===== src/rtl/sca_pkg.sv =====
/*
  Package of the statistics counter access port: register indices, field
  positions, reset values, operation codes, selection codes and carriers.
  Assumes a 32-bit AHB-Lite bus; each register takes one aligned word at
  four times its index.
*/
// Functional notes
// - Register 0x215 reads byte 2 of the selected counter after a read-out and holds the byte 2 value to load.
// - Register 0x216 reads byte 1, the least significant byte, and holds the byte 1 value to load.
// - Staged bytes meet the counter only when a transfer command is issued, never on the register write.
// - Category bits 7:4 codes 1011, 1010, 1001, 1000 pick the input all, idle, unassigned and HEC error counters.
// - Category codes 0111, 0110, 0101, 0100 pick transmit total, idle or filler, stuff and ICP counters.
// - Category codes 0011, 0010, 0001, 0000 pick receive total, idle or filler, HEC error and bad ICP counters.
// - Instance bits 3:0 give groups 0 to 3 as 1000 to 1011 for input counters and links 0 to 3 as 0000 to 0011.
// - Command bit 7 reads 1 when the transfer is done and 0 while pending; software writes it as 0.
// - Command bit 2 at 0 loads the counter from the staging bytes and at 1 copies the counter out to them.
// - Operation 01 moves the counter value, 10 moves the interrupt enable bit, 00 and 11 are never issued.
// - Command bit 3 is the interrupt enable value and moves only with operation 10.
// - Staging, selection and command registers all reset to 00, reserved command bits 6:4 included.
// - Register 0x214 reads byte 3, the most significant byte, and holds the byte 3 value to load.
package sca_pkg;

  // ---------------------------------------------------------------
  // Register indices (byte address is four times the index)
  // ---------------------------------------------------------------
  localparam logic [9:0] SCA_IDX_BYTE3  = 10'h214;
  localparam logic [9:0] SCA_IDX_BYTE2  = 10'h215;
  localparam logic [9:0] SCA_IDX_BYTE1  = 10'h216;
  localparam logic [9:0] SCA_IDX_SELECT = 10'h217;
  localparam logic [9:0] SCA_IDX_CMD    = 10'h21a;
  localparam logic [9:0] SCA_IDX_IRQ_ST = 10'h21b;
  localparam logic [9:0] SCA_IDX_IRQ_MK = 10'h21c;

  // ---------------------------------------------------------------
  // Reset values
  // ---------------------------------------------------------------
  localparam logic [7:0] SCA_RST_BYTE   = 8'h00;
  localparam logic [7:0] SCA_RST_SELECT = 8'h00;
  localparam logic [7:0] SCA_RST_CMD    = 8'h00;
  localparam logic [1:0] SCA_RST_IRQ    = 2'h0;

  // ---------------------------------------------------------------
  // Command fields
  // ---------------------------------------------------------------
  localparam int SCA_CMD_DONE_BIT = 7;
  localparam int SCA_CMD_RSV_LSB  = 4;
  localparam int SCA_CMD_IEN_BIT  = 3;
  localparam int SCA_CMD_DIR_BIT  = 2;
  localparam int SCA_CMD_OP_LSB   = 0;
  localparam logic [1:0] SCA_OP_VALUE = 2'h1;
  localparam logic [1:0] SCA_OP_IEN   = 2'h2;
  localparam logic       SCA_DIR_OUT  = 1'h1;

  // ---------------------------------------------------------------
  // Interrupt status bits
  // ---------------------------------------------------------------
  localparam int SCA_IRQ_DONE_BIT = 0;
  localparam int SCA_IRQ_ERR_BIT  = 1;

  // ---------------------------------------------------------------
  // Selection codes
  // ---------------------------------------------------------------
  localparam logic [1:0] SCA_SEL_UTO_HI  = 2'h2;
  localparam logic [1:0] SCA_SEL_TX_HI   = 2'h1;
  localparam logic [1:0] SCA_SEL_RX_HI   = 2'h0;
  localparam logic [1:0] SCA_INST_UTO_HI = 2'h2;
  localparam logic [1:0] SCA_INST_LNK_HI = 2'h0;

  // Counter families
  typedef enum logic [1:0] {
    SCA_KIND_RX  = 2'h0,
    SCA_KIND_TX  = 2'h1,
    SCA_KIND_UTO = 2'h2
  } sca_kind_type;

  // Request towards the counter bank
  typedef struct packed {
    logic         valid;
    logic [1:0]   op;
    logic         dir;
    sca_kind_type kind;
    logic [1:0]   ctr;
    logic [1:0]   unit;
    logic [23:0]  wdata;
    logic         ien;
  } sca_ctr_req_type;

  // Answer from the counter bank
  typedef struct packed {
    logic        ack;
    logic [23:0] rdata;
    logic        ien;
  } sca_ctr_rsp_type;

endpackage


===== src/rtl/sca_sel_decode.sv =====
/*
  Decoder of the counter selection register into counter family, counter
  within the family and link or group number.
  Assumes the selection value is a stable register output.
*/
`timescale 1ns/100ps
`default_nettype none
module sca_sel_decode
  import sca_pkg::*;
(
  // Selection
  input  wire logic [7:0]   i_sel,
  // Decoded counter
  output var  logic         o_valid,
  output var  sca_kind_type o_kind,
  output var  logic [1:0]   o_ctr,
  output var  logic [1:0]   o_unit
);

  // ---------------------------------------------------------------
  // Category and instance decode
  // ---------------------------------------------------------------
  always_comb begin
    o_ctr  = i_sel[5:4];
    o_unit = i_sel[1:0];
    o_kind = SCA_KIND_RX;
    o_valid = 1'b0;
    if (i_sel[7:6] == SCA_SEL_UTO_HI) begin
      o_kind  = SCA_KIND_UTO;
      o_valid = (i_sel[3:2] == SCA_INST_UTO_HI);
    end else if (i_sel[7:6] == SCA_SEL_TX_HI) begin
      o_kind  = SCA_KIND_TX;
      o_valid = (i_sel[3:2] == SCA_INST_LNK_HI);
    end else if (i_sel[7:6] == SCA_SEL_RX_HI) begin
      o_kind  = SCA_KIND_RX;
      o_valid = (i_sel[3:2] == SCA_INST_LNK_HI);
    end
  end

endmodule
`default_nettype wire


===== src/rtl/sca_access_port.sv =====
/*
  Indirect access port to the cell statistics counters: staging bytes,
  selection, transfer command with done flag, interrupt status and mask,
  all reached over an AHB-Lite slave.
  Assumes a counter bank that holds a request until it answers with a
  one-cycle acknowledge.
*/
// Chosen here: register access over AHB-Lite.
`timescale 1ns/100ps
`default_nettype none
module sca_access_port
  import sca_pkg::*;
(
  // Clock and reset
  input  wire logic            i_clk,
  input  wire logic            i_reset_n,
  // AHB-Lite slave
  input  wire logic            i_hsel,
  input  wire logic [31:0]     i_haddr,
  input  wire logic [1:0]      i_htrans,
  input  wire logic            i_hwrite,
  input  wire logic [2:0]      i_hsize,
  input  wire logic [31:0]     i_hwdata,
  input  wire logic            i_hready,
  output var  logic [31:0]     o_hrdata,
  output var  logic            o_hreadyout,
  output var  logic            o_hresp,
  // Counter bank
  output var  sca_ctr_req_type o_ctr_req,
  input  wire sca_ctr_rsp_type i_ctr_rsp,
  // Interrupt
  output var  logic            o_irq
);

  // ---------------------------------------------------------------
  // Declarations
  // ---------------------------------------------------------------
  typedef enum logic [1:0] {
    SCA_ST_IDLE = 2'b01,
    SCA_ST_WAIT = 2'b10
  } sca_state_type;

  sca_state_type   state_reg;
  sca_ctr_req_type req_reg;
  logic [7:0]      byte3_reg;
  logic [7:0]      byte2_reg;
  logic [7:0]      byte1_reg;
  logic [7:0]      select_reg;
  logic            done_reg;
  logic [2:0]      cmd_rsv_reg;
  logic            cmd_ien_reg;
  logic            cmd_dir_reg;
  logic [1:0]      cmd_op_reg;
  logic [1:0]      irq_st_reg;
  logic [1:0]      irq_st_next;
  logic [1:0]      irq_mk_reg;
  logic            irq_reg;
  logic            wr_pend_reg;
  logic [9:0]      wr_idx_reg;
  logic            rd_pend_reg;
  logic [9:0]      rd_idx_reg;
  logic [31:0]     hrdata_reg;
  logic            hready_reg;
  logic            accept;
  logic            wr_b3;
  logic            wr_b2;
  logic            wr_b1;
  logic            wr_sel;
  logic            wr_cmd;
  logic            wr_st;
  logic            wr_mk;
  logic [1:0]      wr_op;
  logic            op_legal;
  logic            start;
  logic            ack_done;
  logic            capture;
  logic            ien_capture;
  logic            ev_err;
  logic            sel_valid;
  sca_kind_type    sel_kind;
  logic [1:0]      sel_ctr;
  logic [1:0]      sel_unit;
  logic [7:0]      cmd_value;
  logic [31:0]     rd_mux;

  // Selection decode
  sca_sel_decode u_decode (
    .i_sel   (select_reg),
    .o_valid (sel_valid),
    .o_kind  (sel_kind),
    .o_ctr   (sel_ctr),
    .o_unit  (sel_unit)
  );

  // ---------------------------------------------------------------
  // AHB-Lite address and data phase
  // ---------------------------------------------------------------
  // Address phase taken when selected, NONSEQ or SEQ, and bus ready
  assign accept = i_hsel && i_htrans[1] && i_hready;

  // Write strobes in the data phase
  assign wr_b3  = wr_pend_reg && (wr_idx_reg == SCA_IDX_BYTE3);
  assign wr_b2  = wr_pend_reg && (wr_idx_reg == SCA_IDX_BYTE2);
  assign wr_b1  = wr_pend_reg && (wr_idx_reg == SCA_IDX_BYTE1);
  assign wr_sel = wr_pend_reg && (wr_idx_reg == SCA_IDX_SELECT);
  assign wr_cmd = wr_pend_reg && (wr_idx_reg == SCA_IDX_CMD);
  assign wr_st  = wr_pend_reg && (wr_idx_reg == SCA_IDX_IRQ_ST);
  assign wr_mk  = wr_pend_reg && (wr_idx_reg == SCA_IDX_IRQ_MK);

  // Bus phase tracking; reads take one wait state so writes settle first
  always_ff @(posedge i_clk) begin
    if (!i_reset_n) begin
      wr_pend_reg <= 1'b0;
      wr_idx_reg  <= 10'h000;
      rd_pend_reg <= 1'b0;
      rd_idx_reg  <= 10'h000;
      hready_reg  <= 1'b1;
      hrdata_reg  <= 32'h0000_0000;
    end else begin
      wr_pend_reg <= accept && i_hwrite;
      wr_idx_reg  <= i_haddr[11:2];
      if (accept && !i_hwrite) begin
        rd_pend_reg <= 1'b1;
        rd_idx_reg  <= i_haddr[11:2];
        hready_reg  <= 1'b0;
      end else if (rd_pend_reg) begin
        rd_pend_reg <= 1'b0;
        hrdata_reg  <= rd_mux;
        hready_reg  <= 1'b1;
      end
    end
  end

  // Read data select; unmapped words read zero
  assign cmd_value = {done_reg, cmd_rsv_reg, cmd_ien_reg, cmd_dir_reg,
                      cmd_op_reg};
  always_comb begin
    if (rd_idx_reg == SCA_IDX_BYTE3) begin
      rd_mux = {24'h00_0000, byte3_reg};
    end else if (rd_idx_reg == SCA_IDX_BYTE2) begin
      rd_mux = {24'h00_0000, byte2_reg};
    end else if (rd_idx_reg == SCA_IDX_BYTE1) begin
      rd_mux = {24'h00_0000, byte1_reg};
    end else if (rd_idx_reg == SCA_IDX_SELECT) begin
      rd_mux = {24'h00_0000, select_reg};
    end else if (rd_idx_reg == SCA_IDX_CMD) begin
      rd_mux = {24'h00_0000, cmd_value};
    end else if (rd_idx_reg == SCA_IDX_IRQ_ST) begin
      rd_mux = {30'h0000_0000, irq_st_reg};
    end else if (rd_idx_reg == SCA_IDX_IRQ_MK) begin
      rd_mux = {30'h0000_0000, irq_mk_reg};
    end else begin
      rd_mux = 32'h0000_0000;
    end
  end

  assign o_hrdata    = hrdata_reg;
  assign o_hreadyout = hready_reg;
  assign o_hresp     = 1'b0;

  // ---------------------------------------------------------------
  // Transfer control
  // ---------------------------------------------------------------
  assign wr_op    = i_hwdata[SCA_CMD_OP_LSB+1:SCA_CMD_OP_LSB];
  assign op_legal = (wr_op == SCA_OP_VALUE) || (wr_op == SCA_OP_IEN);
  assign start    = wr_cmd && (state_reg == SCA_ST_IDLE) && op_legal
                    && sel_valid;
  assign ev_err   = wr_cmd && (state_reg == SCA_ST_IDLE)
                    && !(op_legal && sel_valid);
  assign ack_done = (state_reg == SCA_ST_WAIT) && i_ctr_rsp.ack;
  assign capture  = ack_done && (req_reg.op == SCA_OP_VALUE)
                    && (req_reg.dir == SCA_DIR_OUT);
  assign ien_capture = ack_done && (req_reg.op == SCA_OP_IEN)
                       && (req_reg.dir == SCA_DIR_OUT);

  // Sequencer: one request held until the counter bank acknowledges
  always_ff @(posedge i_clk) begin
    if (!i_reset_n) begin
      state_reg <= SCA_ST_IDLE;
      req_reg   <= '0;
      done_reg  <= SCA_RST_CMD[SCA_CMD_DONE_BIT];
    end else begin
      case (state_reg)
        SCA_ST_IDLE: begin
          if (start) begin
            state_reg     <= SCA_ST_WAIT;
            done_reg      <= 1'b0;
            req_reg.valid <= 1'b1;
            req_reg.op    <= wr_op;
            req_reg.dir   <= i_hwdata[SCA_CMD_DIR_BIT];
            req_reg.kind  <= sel_kind;
            req_reg.ctr   <= sel_ctr;
            req_reg.unit  <= sel_unit;
            req_reg.wdata <= {byte3_reg, byte2_reg, byte1_reg};
            req_reg.ien   <= i_hwdata[SCA_CMD_IEN_BIT];
          end
        end
        SCA_ST_WAIT: begin
          if (i_ctr_rsp.ack) begin
            state_reg     <= SCA_ST_IDLE;
            done_reg      <= 1'b1;
            req_reg.valid <= 1'b0;
          end
        end
        default: begin
          state_reg     <= SCA_ST_IDLE;
          req_reg.valid <= 1'b0;
        end
      endcase
    end
  end

  assign o_ctr_req = req_reg;

  // ---------------------------------------------------------------
  // Software registers
  // ---------------------------------------------------------------
  // Staging bytes; a read-out snapshot wins over a host write
  always_ff @(posedge i_clk) begin
    if (!i_reset_n) begin
      byte3_reg <= SCA_RST_BYTE;
      byte2_reg <= SCA_RST_BYTE;
      byte1_reg <= SCA_RST_BYTE;
    end else if (capture) begin
      byte3_reg <= i_ctr_rsp.rdata[23:16];
      byte2_reg <= i_ctr_rsp.rdata[15:8];
      byte1_reg <= i_ctr_rsp.rdata[7:0];
    end else begin
      if (wr_b3) begin
        byte3_reg <= i_hwdata[7:0];
      end
      if (wr_b2) begin
        byte2_reg <= i_hwdata[7:0];
      end
      if (wr_b1) begin
        byte1_reg <= i_hwdata[7:0];
      end
    end
  end

  // Selection register; frozen while a transfer is pending
  always_ff @(posedge i_clk) begin
    if (!i_reset_n) begin
      select_reg <= SCA_RST_SELECT;
    end else if (wr_sel && (state_reg == SCA_ST_IDLE)) begin
      select_reg <= i_hwdata[7:0];
    end
  end

  // Command fields; a write while pending is ignored
  always_ff @(posedge i_clk) begin
    if (!i_reset_n) begin
      cmd_rsv_reg <= SCA_RST_CMD[SCA_CMD_RSV_LSB+2:SCA_CMD_RSV_LSB];
      cmd_ien_reg <= SCA_RST_CMD[SCA_CMD_IEN_BIT];
      cmd_dir_reg <= SCA_RST_CMD[SCA_CMD_DIR_BIT];
      cmd_op_reg  <= SCA_RST_CMD[SCA_CMD_OP_LSB+1:SCA_CMD_OP_LSB];
    end else if (ien_capture) begin
      cmd_ien_reg <= i_ctr_rsp.ien;
    end else if (wr_cmd && (state_reg == SCA_ST_IDLE)) begin
      cmd_rsv_reg <= i_hwdata[SCA_CMD_RSV_LSB+2:SCA_CMD_RSV_LSB];
      cmd_ien_reg <= i_hwdata[SCA_CMD_IEN_BIT];
      cmd_dir_reg <= i_hwdata[SCA_CMD_DIR_BIT];
      cmd_op_reg  <= wr_op;
    end
  end

  // ---------------------------------------------------------------
  // Interrupt status, mask and output
  // ---------------------------------------------------------------
  // Sticky events, write one to clear, a new event wins over the clear
  always_comb begin
    irq_st_next = irq_st_reg;
    if (wr_st) begin
      irq_st_next = irq_st_reg & ~i_hwdata[1:0];
    end
    if (ack_done) begin
      irq_st_next[SCA_IRQ_DONE_BIT] = 1'b1;
    end
    if (ev_err) begin
      irq_st_next[SCA_IRQ_ERR_BIT] = 1'b1;
    end
  end

  always_ff @(posedge i_clk) begin
    if (!i_reset_n) begin
      irq_st_reg <= SCA_RST_IRQ;
      irq_mk_reg <= SCA_RST_IRQ;
      irq_reg    <= 1'b0;
    end else begin
      irq_st_reg <= irq_st_next;
      if (wr_mk) begin
        irq_mk_reg <= i_hwdata[1:0];
      end
      irq_reg <= |(irq_st_reg & irq_mk_reg);
    end
  end

  assign o_irq = irq_reg;
endmodule
`default_nettype wire


===== config.mk =====
export PLATFORM = sky130hd
export DESIGN_NAME = sca_access_port
export DESIGN_NICKNAME = d
export VERILOG_FILES = /design/src/rtl/sca_pkg.sv /design/src/rtl/sca_sel_decode.sv /design/src/rtl/sca_access_port.sv
export SDC_FILE = /design/constraint.sdc
export NUM_CORES = 1
export LEC_CHECK = 0
export BUFFER_PORTS_ARGS = -buffer_cell sky130_fd_sc_hd__buf_2
export CAP_MARGIN = 20
export CORE_ASPECT_RATIO = 0.8
export CORE_MARGIN = 2
export CORE_UTILIZATION = 50
export CTS_CLUSTER_DIAMETER = 50
export DETAILED_ROUTE_END_ITERATION = 8
export GPL_TIMING_DRIVEN = 0
export PLACE_DENSITY = 0.91
export SYNTH_ARGS = -nofsm -noshare
export SYNTH_HDL_FRONTEND = slang
export SYNTH_SLANG_ARGS = --single-unit

===== constraint.sdc =====
create_clock -name i_clk -period 3.3 [get_ports i_clk]
set_clock_uncertainty 0.1 [all_clocks]
set_input_delay 0.33 -clock i_clk [delete_from_list [all_inputs] [get_ports i_clk]]
set_output_delay 0.33 -clock i_clk [all_outputs]
set_load 0.005 [all_outputs]

==> results.sh, run 1 <==
export IMPL_status="completed"
export IMPL_final_util_pct=65.7
export IMPL_worst_skew_pair_late_latency_ps=410
export IMPL_setup_slack_ps=552
export IMPL_final_nets=822
export IMPL_syn_avg_cell_area_um2=8.54
export IMPL_overflow=0
export IMPL_placed_cells=838
export IMPL_vias=5215
export IMPL_critical_path_cell_chain="or4bb_1 > nor3_1 > clkbuf_1 > nand4_1 > a21oi_1"
export IMPL_drc=0
export IMPL_dpl_hpwl_um=11400
export IMPL_end_kind="flip-flop"
export IMPL_ctsResizeCount=0
export IMPL_core_area_mm2=0.00969
export IMPL_drive_gt1_share_pct=21.9
export IMPL_synth_top_cells_by_count="dfxtp_1 (113), a21oi_1 (64), nand2_1 (59)"
export IMPL_worstSetupPathType="reg -> reg"
export IMPL_vias_per_cell=5.99
export IMPL_h_tree_depth=4
export IMPL_drv_slew=0
export IMPL_crit_required_ps=3530
export IMPL_fin_tns_setup_ps=0
export IMPL_numClockSinks=113
export IMPL_portBuffers=92
export IMPL_die_h_um=93.4
export IMPL_drt_total_wl_um=16500
export IMPL_pre_cts_slack_ps=343
export IMPL_grt_pass1_vias=5056
export IMPL_largest_reg_flops=35
export IMPL_area_growth_pct=27.4
export IMPL_initial_core_util_pct=51.6
export IMPL_async_flop_share_pct=0
export IMPL_worst_pin_slew_ps=1060
export IMPL_slew_headroom_pct=29.0
export IMPL_yosys_top_cells_area="dfxtp_1 (45%), mux2i_1 (7.0%), a21oi_1 (6.4%), nand2_1 (4.4%), nand4_1 (4.3%)"
export IMPL_initialDrtViolationCount=406
export IMPL_hp_class="in -> reg"
export IMPL_critPathArrivalTime_ps=2970
export IMPL_antenna_found_initial=0
export IMPL_ys_seq_area_share_pct=45.3
export IMPL_synth_most_common_cell="dfxtp_1"
export IMPL_fp_row_count=32
export IMPL_fin_cells=871
export IMPL_diodes=0
export IMPL_synth_top_area_cell="dfxtp_1"
export IMPL_ys_ff_latch=113
export IMPL_power_density_mw_per_mm2=561
export IMPL_p_leak_nw=2.45
export IMPL_worst_path_max_fanout=10
export IMPL_startpoint_type="flip-flop"
export IMPL_synth_top_cell_area_share_pct=45.3
export IMPL_fin_crit_sh_pct=83.3
export IMPL_dieArea_mm2=0.0108
export IMPL_cts_setup_buffers=0
export IMPL_fp_dieW_um=116
export IMPL_synth_edf_count=0
export IMPL_drv_cap=0
export IMPL_antenna_left=0
export IMPL_synthesis_instances=585
export IMPL_synth_cell_types=55
export IMPL_cts_buffers=17
export IMPL_synth_cell_area_mm2=0.00500
export IMPL_ctsHoldBuffers=0
export IMPL_cts_root_buf="clkbuf_16"
export IMPL_vdd_ir_drop_max_uv=526
export IMPL_design_portCount=170
export IMPL_clock_path_buffers=2
export IMPL_routedWlPerCell_um=18.9
export IMPL_track_usage_pct=30.9
export IMPL_ys_warn_count=0
export IMPL_period_minus_slack_ps=2750
export IMPL_whs_ps=29.5
export IMPL_place_gp_congestion=0.903
export IMPL_cp_slowest_cell="nor3_1"
export IMPL_grt_pass1_wl_um=25800
export IMPL_clock_fmax_mhz=364
export IMPL_rsz0062_at_grt="false"
export IMPL_setup_viol=0
export IMPL_drtPass1Iterations=6
export IMPL_slowest_delay_ps=880
export IMPL_cts_tree="built"
export IMPL_hold_viol=0
export IMPL_grt_max_degree=17
export IMPL_path_clk_slew_ps=60
export IMPL_yosys_most_used_dff="dfxtp_1"
report_power, final:
part	leakage (nW)	total (mW)	switching, mW	internal [mW]
combinational	1.22	0.192	0.126	0.0665
sequential	0.913	1.38	0.00729	1.38
clock	0.317	2.00	0.654	1.34
total	2.45	3.57	0.787	2.79
cells in the final DEF, fill, tap and decap left out, types with 4 or more instances in the layout:
cell,Yosys,layout
mux2i_1,35,35
nand3_1,18,18
nand3b_1,4,4
dfxtp_1,113,113
nor2b_1,4,4
nor2_1,18,18
clkbuf_8,0,4
a211oi_1,7,7
a21oi_1,64,64
buf_1,4,4
nand2b_1,4,4
and2_1,12,12
bufinv_16,0,4
clkbuf_1,40,42
o21ai_1,41,41
conb_1,1,25
buf_4,25,25
nand4_1,34,34
o21ai_0,37,37
nand2_1,59,59
nor3b_1,4,4
o2bb2ai_1,4,4
buf_2,1,94
nor3_1,7,7
clkbuf_16,0,17
inv_1,4,4
per-layer routing:
metal	vias to the layer above	global-route usage (%)	wire length (um)
li1	2331	-	-
met1	2477	40.0	6520
met2	346	48.5	7600
met3	61	8.10	1830
met4	0	13.8	539
met5	-	0	0
path summary, 6_finish.rpt:
path,startpoint,end,slack (ps),depth (start not counted)
setup / recovery,wr_idx_reg[4]$_SDFF_PN0_,o_ctr_req[32]$_SDFFE_PN0P_,550,5
hold reg to reg,cmd_dir_reg$_SDFFE_PN0P_,cmd_dir_reg$_SDFFE_PN0P_,360,2
setup reg to reg,wr_idx_reg[4]$_SDFF_PN0_,o_ctr_req[32]$_SDFFE_PN0P_,550,5
hold / removal,i_ctr_rsp[14],byte2_reg[5]$_SDFFE_PN0P_,30,3
final cells by class:
cell class,instances,area [um^2]
multi-input cells,419,2430
inverters,5,18.8
clock buffers,23,488
plain buffers,72,380
clock inverters,9,153
well taps,136,170
flip-flops and latches,113,2260
repair buffers,94,470
fillers,780,3320
through the flow:
| step | instance area (um^2) | power, mW |
|---|---|---|
| after floorplan | 5090 | 1.52 |
| after global placement | 5720 | 1.59 |
| after detailed placement | 5720 | 1.59 |
| after CTS | 6360 | 3.55 |
| after global routing | 6370 | 3.64 |
| final | 6370 | 3.57 |
critical path, delay by kind of cell (launching register included):
kind | cells | cell delay, ps
and+or+nand+nor | 3 | 1620
buffers and inverters | 1 | 430
DFF | 1 | 330
AOI/OAI and AO/OA | 1 | 190
cell families after synthesis:
kind of cell	Yosys count	share of synthesized area, %
mux	35	7.01
buf+inv	77	7.99
flops	113	45.3
compound gates	172	19.1
simple gates	186	20.4
xor+xnor	1	0.175
other cells	1	0.0750
No activity file was read; power rests on OpenSTA's default activity.
==> inputs of run 2 (changes only) <==
ABC_AREA = 1   (was unset)
clock period = 2.7 ns   (was 3.3 ns; I/O delays follow)
==> run 2 against run 1 <==
Against the previous run:
- area after synthesis down 1.6%
- clock power up 15%
- count of clock-buffer cells in the layout fell by 6
- combinational power grew 12%
- non-clock buffer count down 12
- global-route usage fell by 2.3 points
- flip-flop and latch count stayed put
- largest cell class is now sequential cells
- largest power group unchanged
==> results.sh, run 2 <==
export IMPL_status="completed"
export IMPL_setup_viol=0
export IMPL_yosys_top_cells_area="dfxtp_1 (46%), nand2_1 (8.1%), nor2_1 (6.7%), a21oi_1 (6.4%), o21ai_0 (5.2%)"
export IMPL_clock_fmax_mhz=497
export IMPL_layout_common_cells="dfxtp_1 (113), nand2_1 (106), buf_2 (97)"
export IMPL_yosys_most_used_dff="dfxtp_1"
export IMPL_ys_warn_count=0
export IMPL_synthesis_instances=651
export IMPL_critPathArrivalTime_ps=2180
export IMPL_largest_reg_flops=35
export IMPL_dieArea_mm2=0.0106
export IMPL_final_nets=898
export IMPL_vias_per_cell=5.57
export IMPL_drv_slew=0
export IMPL_p_sw_mw=0.978
export IMPL_path_clk_slew_ps=50
export IMPL_vias=5182
export IMPL_synth_top_cell_area_share_pct=46.0
export IMPL_initialDrtViolationCount=638
export IMPL_worst_skew_pair_late_latency_ps=410
export IMPL_fin_crit_sh_pct=74.5
export IMPL_synth_top_cells_by_count="dfxtp_1 (113), nand2_1 (106), nor2_1 (88)"
export IMPL_synth_most_common_cell="dfxtp_1"
export IMPL_p_clk_share_pct=54.6
export IMPL_drc=0
export IMPL_drive_gt1_share_pct=24.0
export IMPL_synth_edf_count=0
export IMPL_antenna_found_initial=0
export IMPL_routedWlPerCell_um=16.3
export IMPL_postPlaceCellArea_mm2=0.00563
export IMPL_final_common_cell="dfxtp_1"
export IMPL_die_h_um=92.7
export IMPL_numClockSinks=113
export IMPL_track_usage_pct=28.6
export IMPL_initial_core_util_pct=51.2
export IMPL_worst_pin_slew_ps=625
export IMPL_overflow=0
export IMPL_diodes=0
export IMPL_async_flop_share_pct=0
export IMPL_area_growth_pct=28.9
export IMPL_hp_class="in -> reg"
export IMPL_place_gp_congestion=1.01
export IMPL_antenna_left=0
export IMPL_fp_row_count=32
export IMPL_swShare_pct=23.3
export IMPL_period_minus_slack_ps=2010
export IMPL_final_util_pct=66.0
export IMPL_synth_cell_types=32
export IMPL_fin_area_mm2=0.00634
export IMPL_grt_pass1_wl_um=23400
export IMPL_cts_root_buf="clkbuf_16"
export IMPL_core_area_mm2=0.00961
export IMPL_ys_ff_latch=113
export IMPL_hold_viol=0
export IMPL_rsz0062_at_grt="false"
export IMPL_r2r_slack_ps=690
export IMPL_portBuffers=94
export IMPL_fin_tns_setup_ps=0
export IMPL_end_kind="flip-flop"
export IMPL_grt_pass1_vias=4838
export IMPL_cts_tree="built"
export IMPL_combPwrFrac_pct=5.1
export IMPL_cts_buffers=17
export IMPL_power_frac_seq_pct=40.2
export IMPL_synth_cell_area_mm2=0.00492
export IMPL_p_int_mw=3.23
export IMPL_ys_seq_area_share_pct=46.0
export IMPL_startpoint_type="flip-flop"
export IMPL_drt_total_wl_um=15200
export IMPL_nFillCells=733
export IMPL_h_tree_depth=4
export IMPL_drv_cap=0
export IMPL_worstSetupPathType="reg -> reg"
export IMPL_clock_path_buffers=2
export IMPL_synth_top_area_cell="dfxtp_1"
export IMPL_slew_headroom_pct=58.3
export IMPL_grt_max_degree=17
export IMPL_power_density_mw_per_mm2=664
export IMPL_vdd_ir_drop_max_uv=407
export IMPL_p_leak_nw=2.78
export IMPL_fp_dieW_um=115
export IMPL_design_portCount=170
export IMPL_crit_required_ps=2870
export IMPL_drtPass1Iterations=5
export IMPL_worst_path_max_fanout=8
export IMPL_syn_avg_cell_area_um2=7.55
export IMPL_ctsResizeCount=0
export IMPL_dpl_hpwl_um=10400
run 2: power groups by stage:
stage               Sequential (mW)  Combinational, mW  Clock, mW
finish                         1.69              0.216       2.30
floorplan                      1.73              0.115          0
global route                   1.69              0.233       2.37
CTS                            1.69              0.208       2.29
detailed placement             1.73              0.194          0
global placement               1.73              0.190          0
run 2: area by class of cell:
class | instances | area, um^2 | area share (%)
buffer | 50 | 330 | 5.21
clock buffer | 17 | 425 | 6.71
clock inverter | 15 | 186 | 2.94
inverter | 71 | 268 | 4.22
multi-input combinational | 441 | 2150 | 33.9
sequential | 113 | 2260 | 35.7
tap | 119 | 149 | 2.35
timing repair buffer | 104 | 571 | 9.00
run 2: worst paths after layout:
| path | start | to | cells after the start |
|---|---|---|---|
| max reg2reg | wr_idx_reg[2]$_SDFF_PN0_ | byte1_reg[3]$_SDFFE_PN0P_ | 7 |
| max | wr_idx_reg[2]$_SDFF_PN0_ | byte1_reg[3]$_SDFFE_PN0P_ | 7 |
| min | i_hwrite | wr_pend_reg$_SDFF_PN0_ | 3 |
| min reg2reg | rd_idx_reg[9]$_SDFFE_PN0P_ | rd_idx_reg[9]$_SDFFE_PN0P_ | 2 |
run 2: per-layer routing:
layer	GRT usage, %	up-vias	part of all wire (%)
met5	0	-	0
met4	12.7	0	3.4
met3	6.94	72	12
met2	44.0	398	44
met1	38.1	2312	40
li1	-	2400	-
run 2: repair_timing:
action	in CTS	in global routing
buffers inserted	0	0
hold buffers	10	0
endpoints found under the hold margin	10	0
run 2: logic make-up after synthesis:
| group | synth area share [%] |
|---|---|
| AOI/OAI and AO/OA | 17.2 |
| other | 0.0763 |
| DFF | 46.0 |
| and+or+nand+nor | 24.5 |
| buffers and inverters | 12.2 |
run 2: per-stage QoR:
| step | worst slack [ps] | cells | hold slack [ps] | power [mW] |
|---|---|---|---|---|
| 4_1_cts | 792 | 930 | 1.39 | 4.19 |
| 6_report | 688 | 930 | 5.10 | 4.21 |
| 2_1_floorplan | 1230 | 675 | 263 | 1.84 |
| 3_5_place_dp | 823 | 888 | 349 | 1.92 |
| 3_3_place_gp | 871 | 888 | 346 | 1.92 |
| 5_1_grt | 591 | 930 | 11.0 | 4.30 |
run 2: critical path, stage by stage, from the launching register on:
cell,delay (ps)
dfxtp_1,400
nand2_1,90
nor2_1,320
nand3_1,330
nand2_1,320
inv_1,160
nand2_1,100
a21oi_1,70
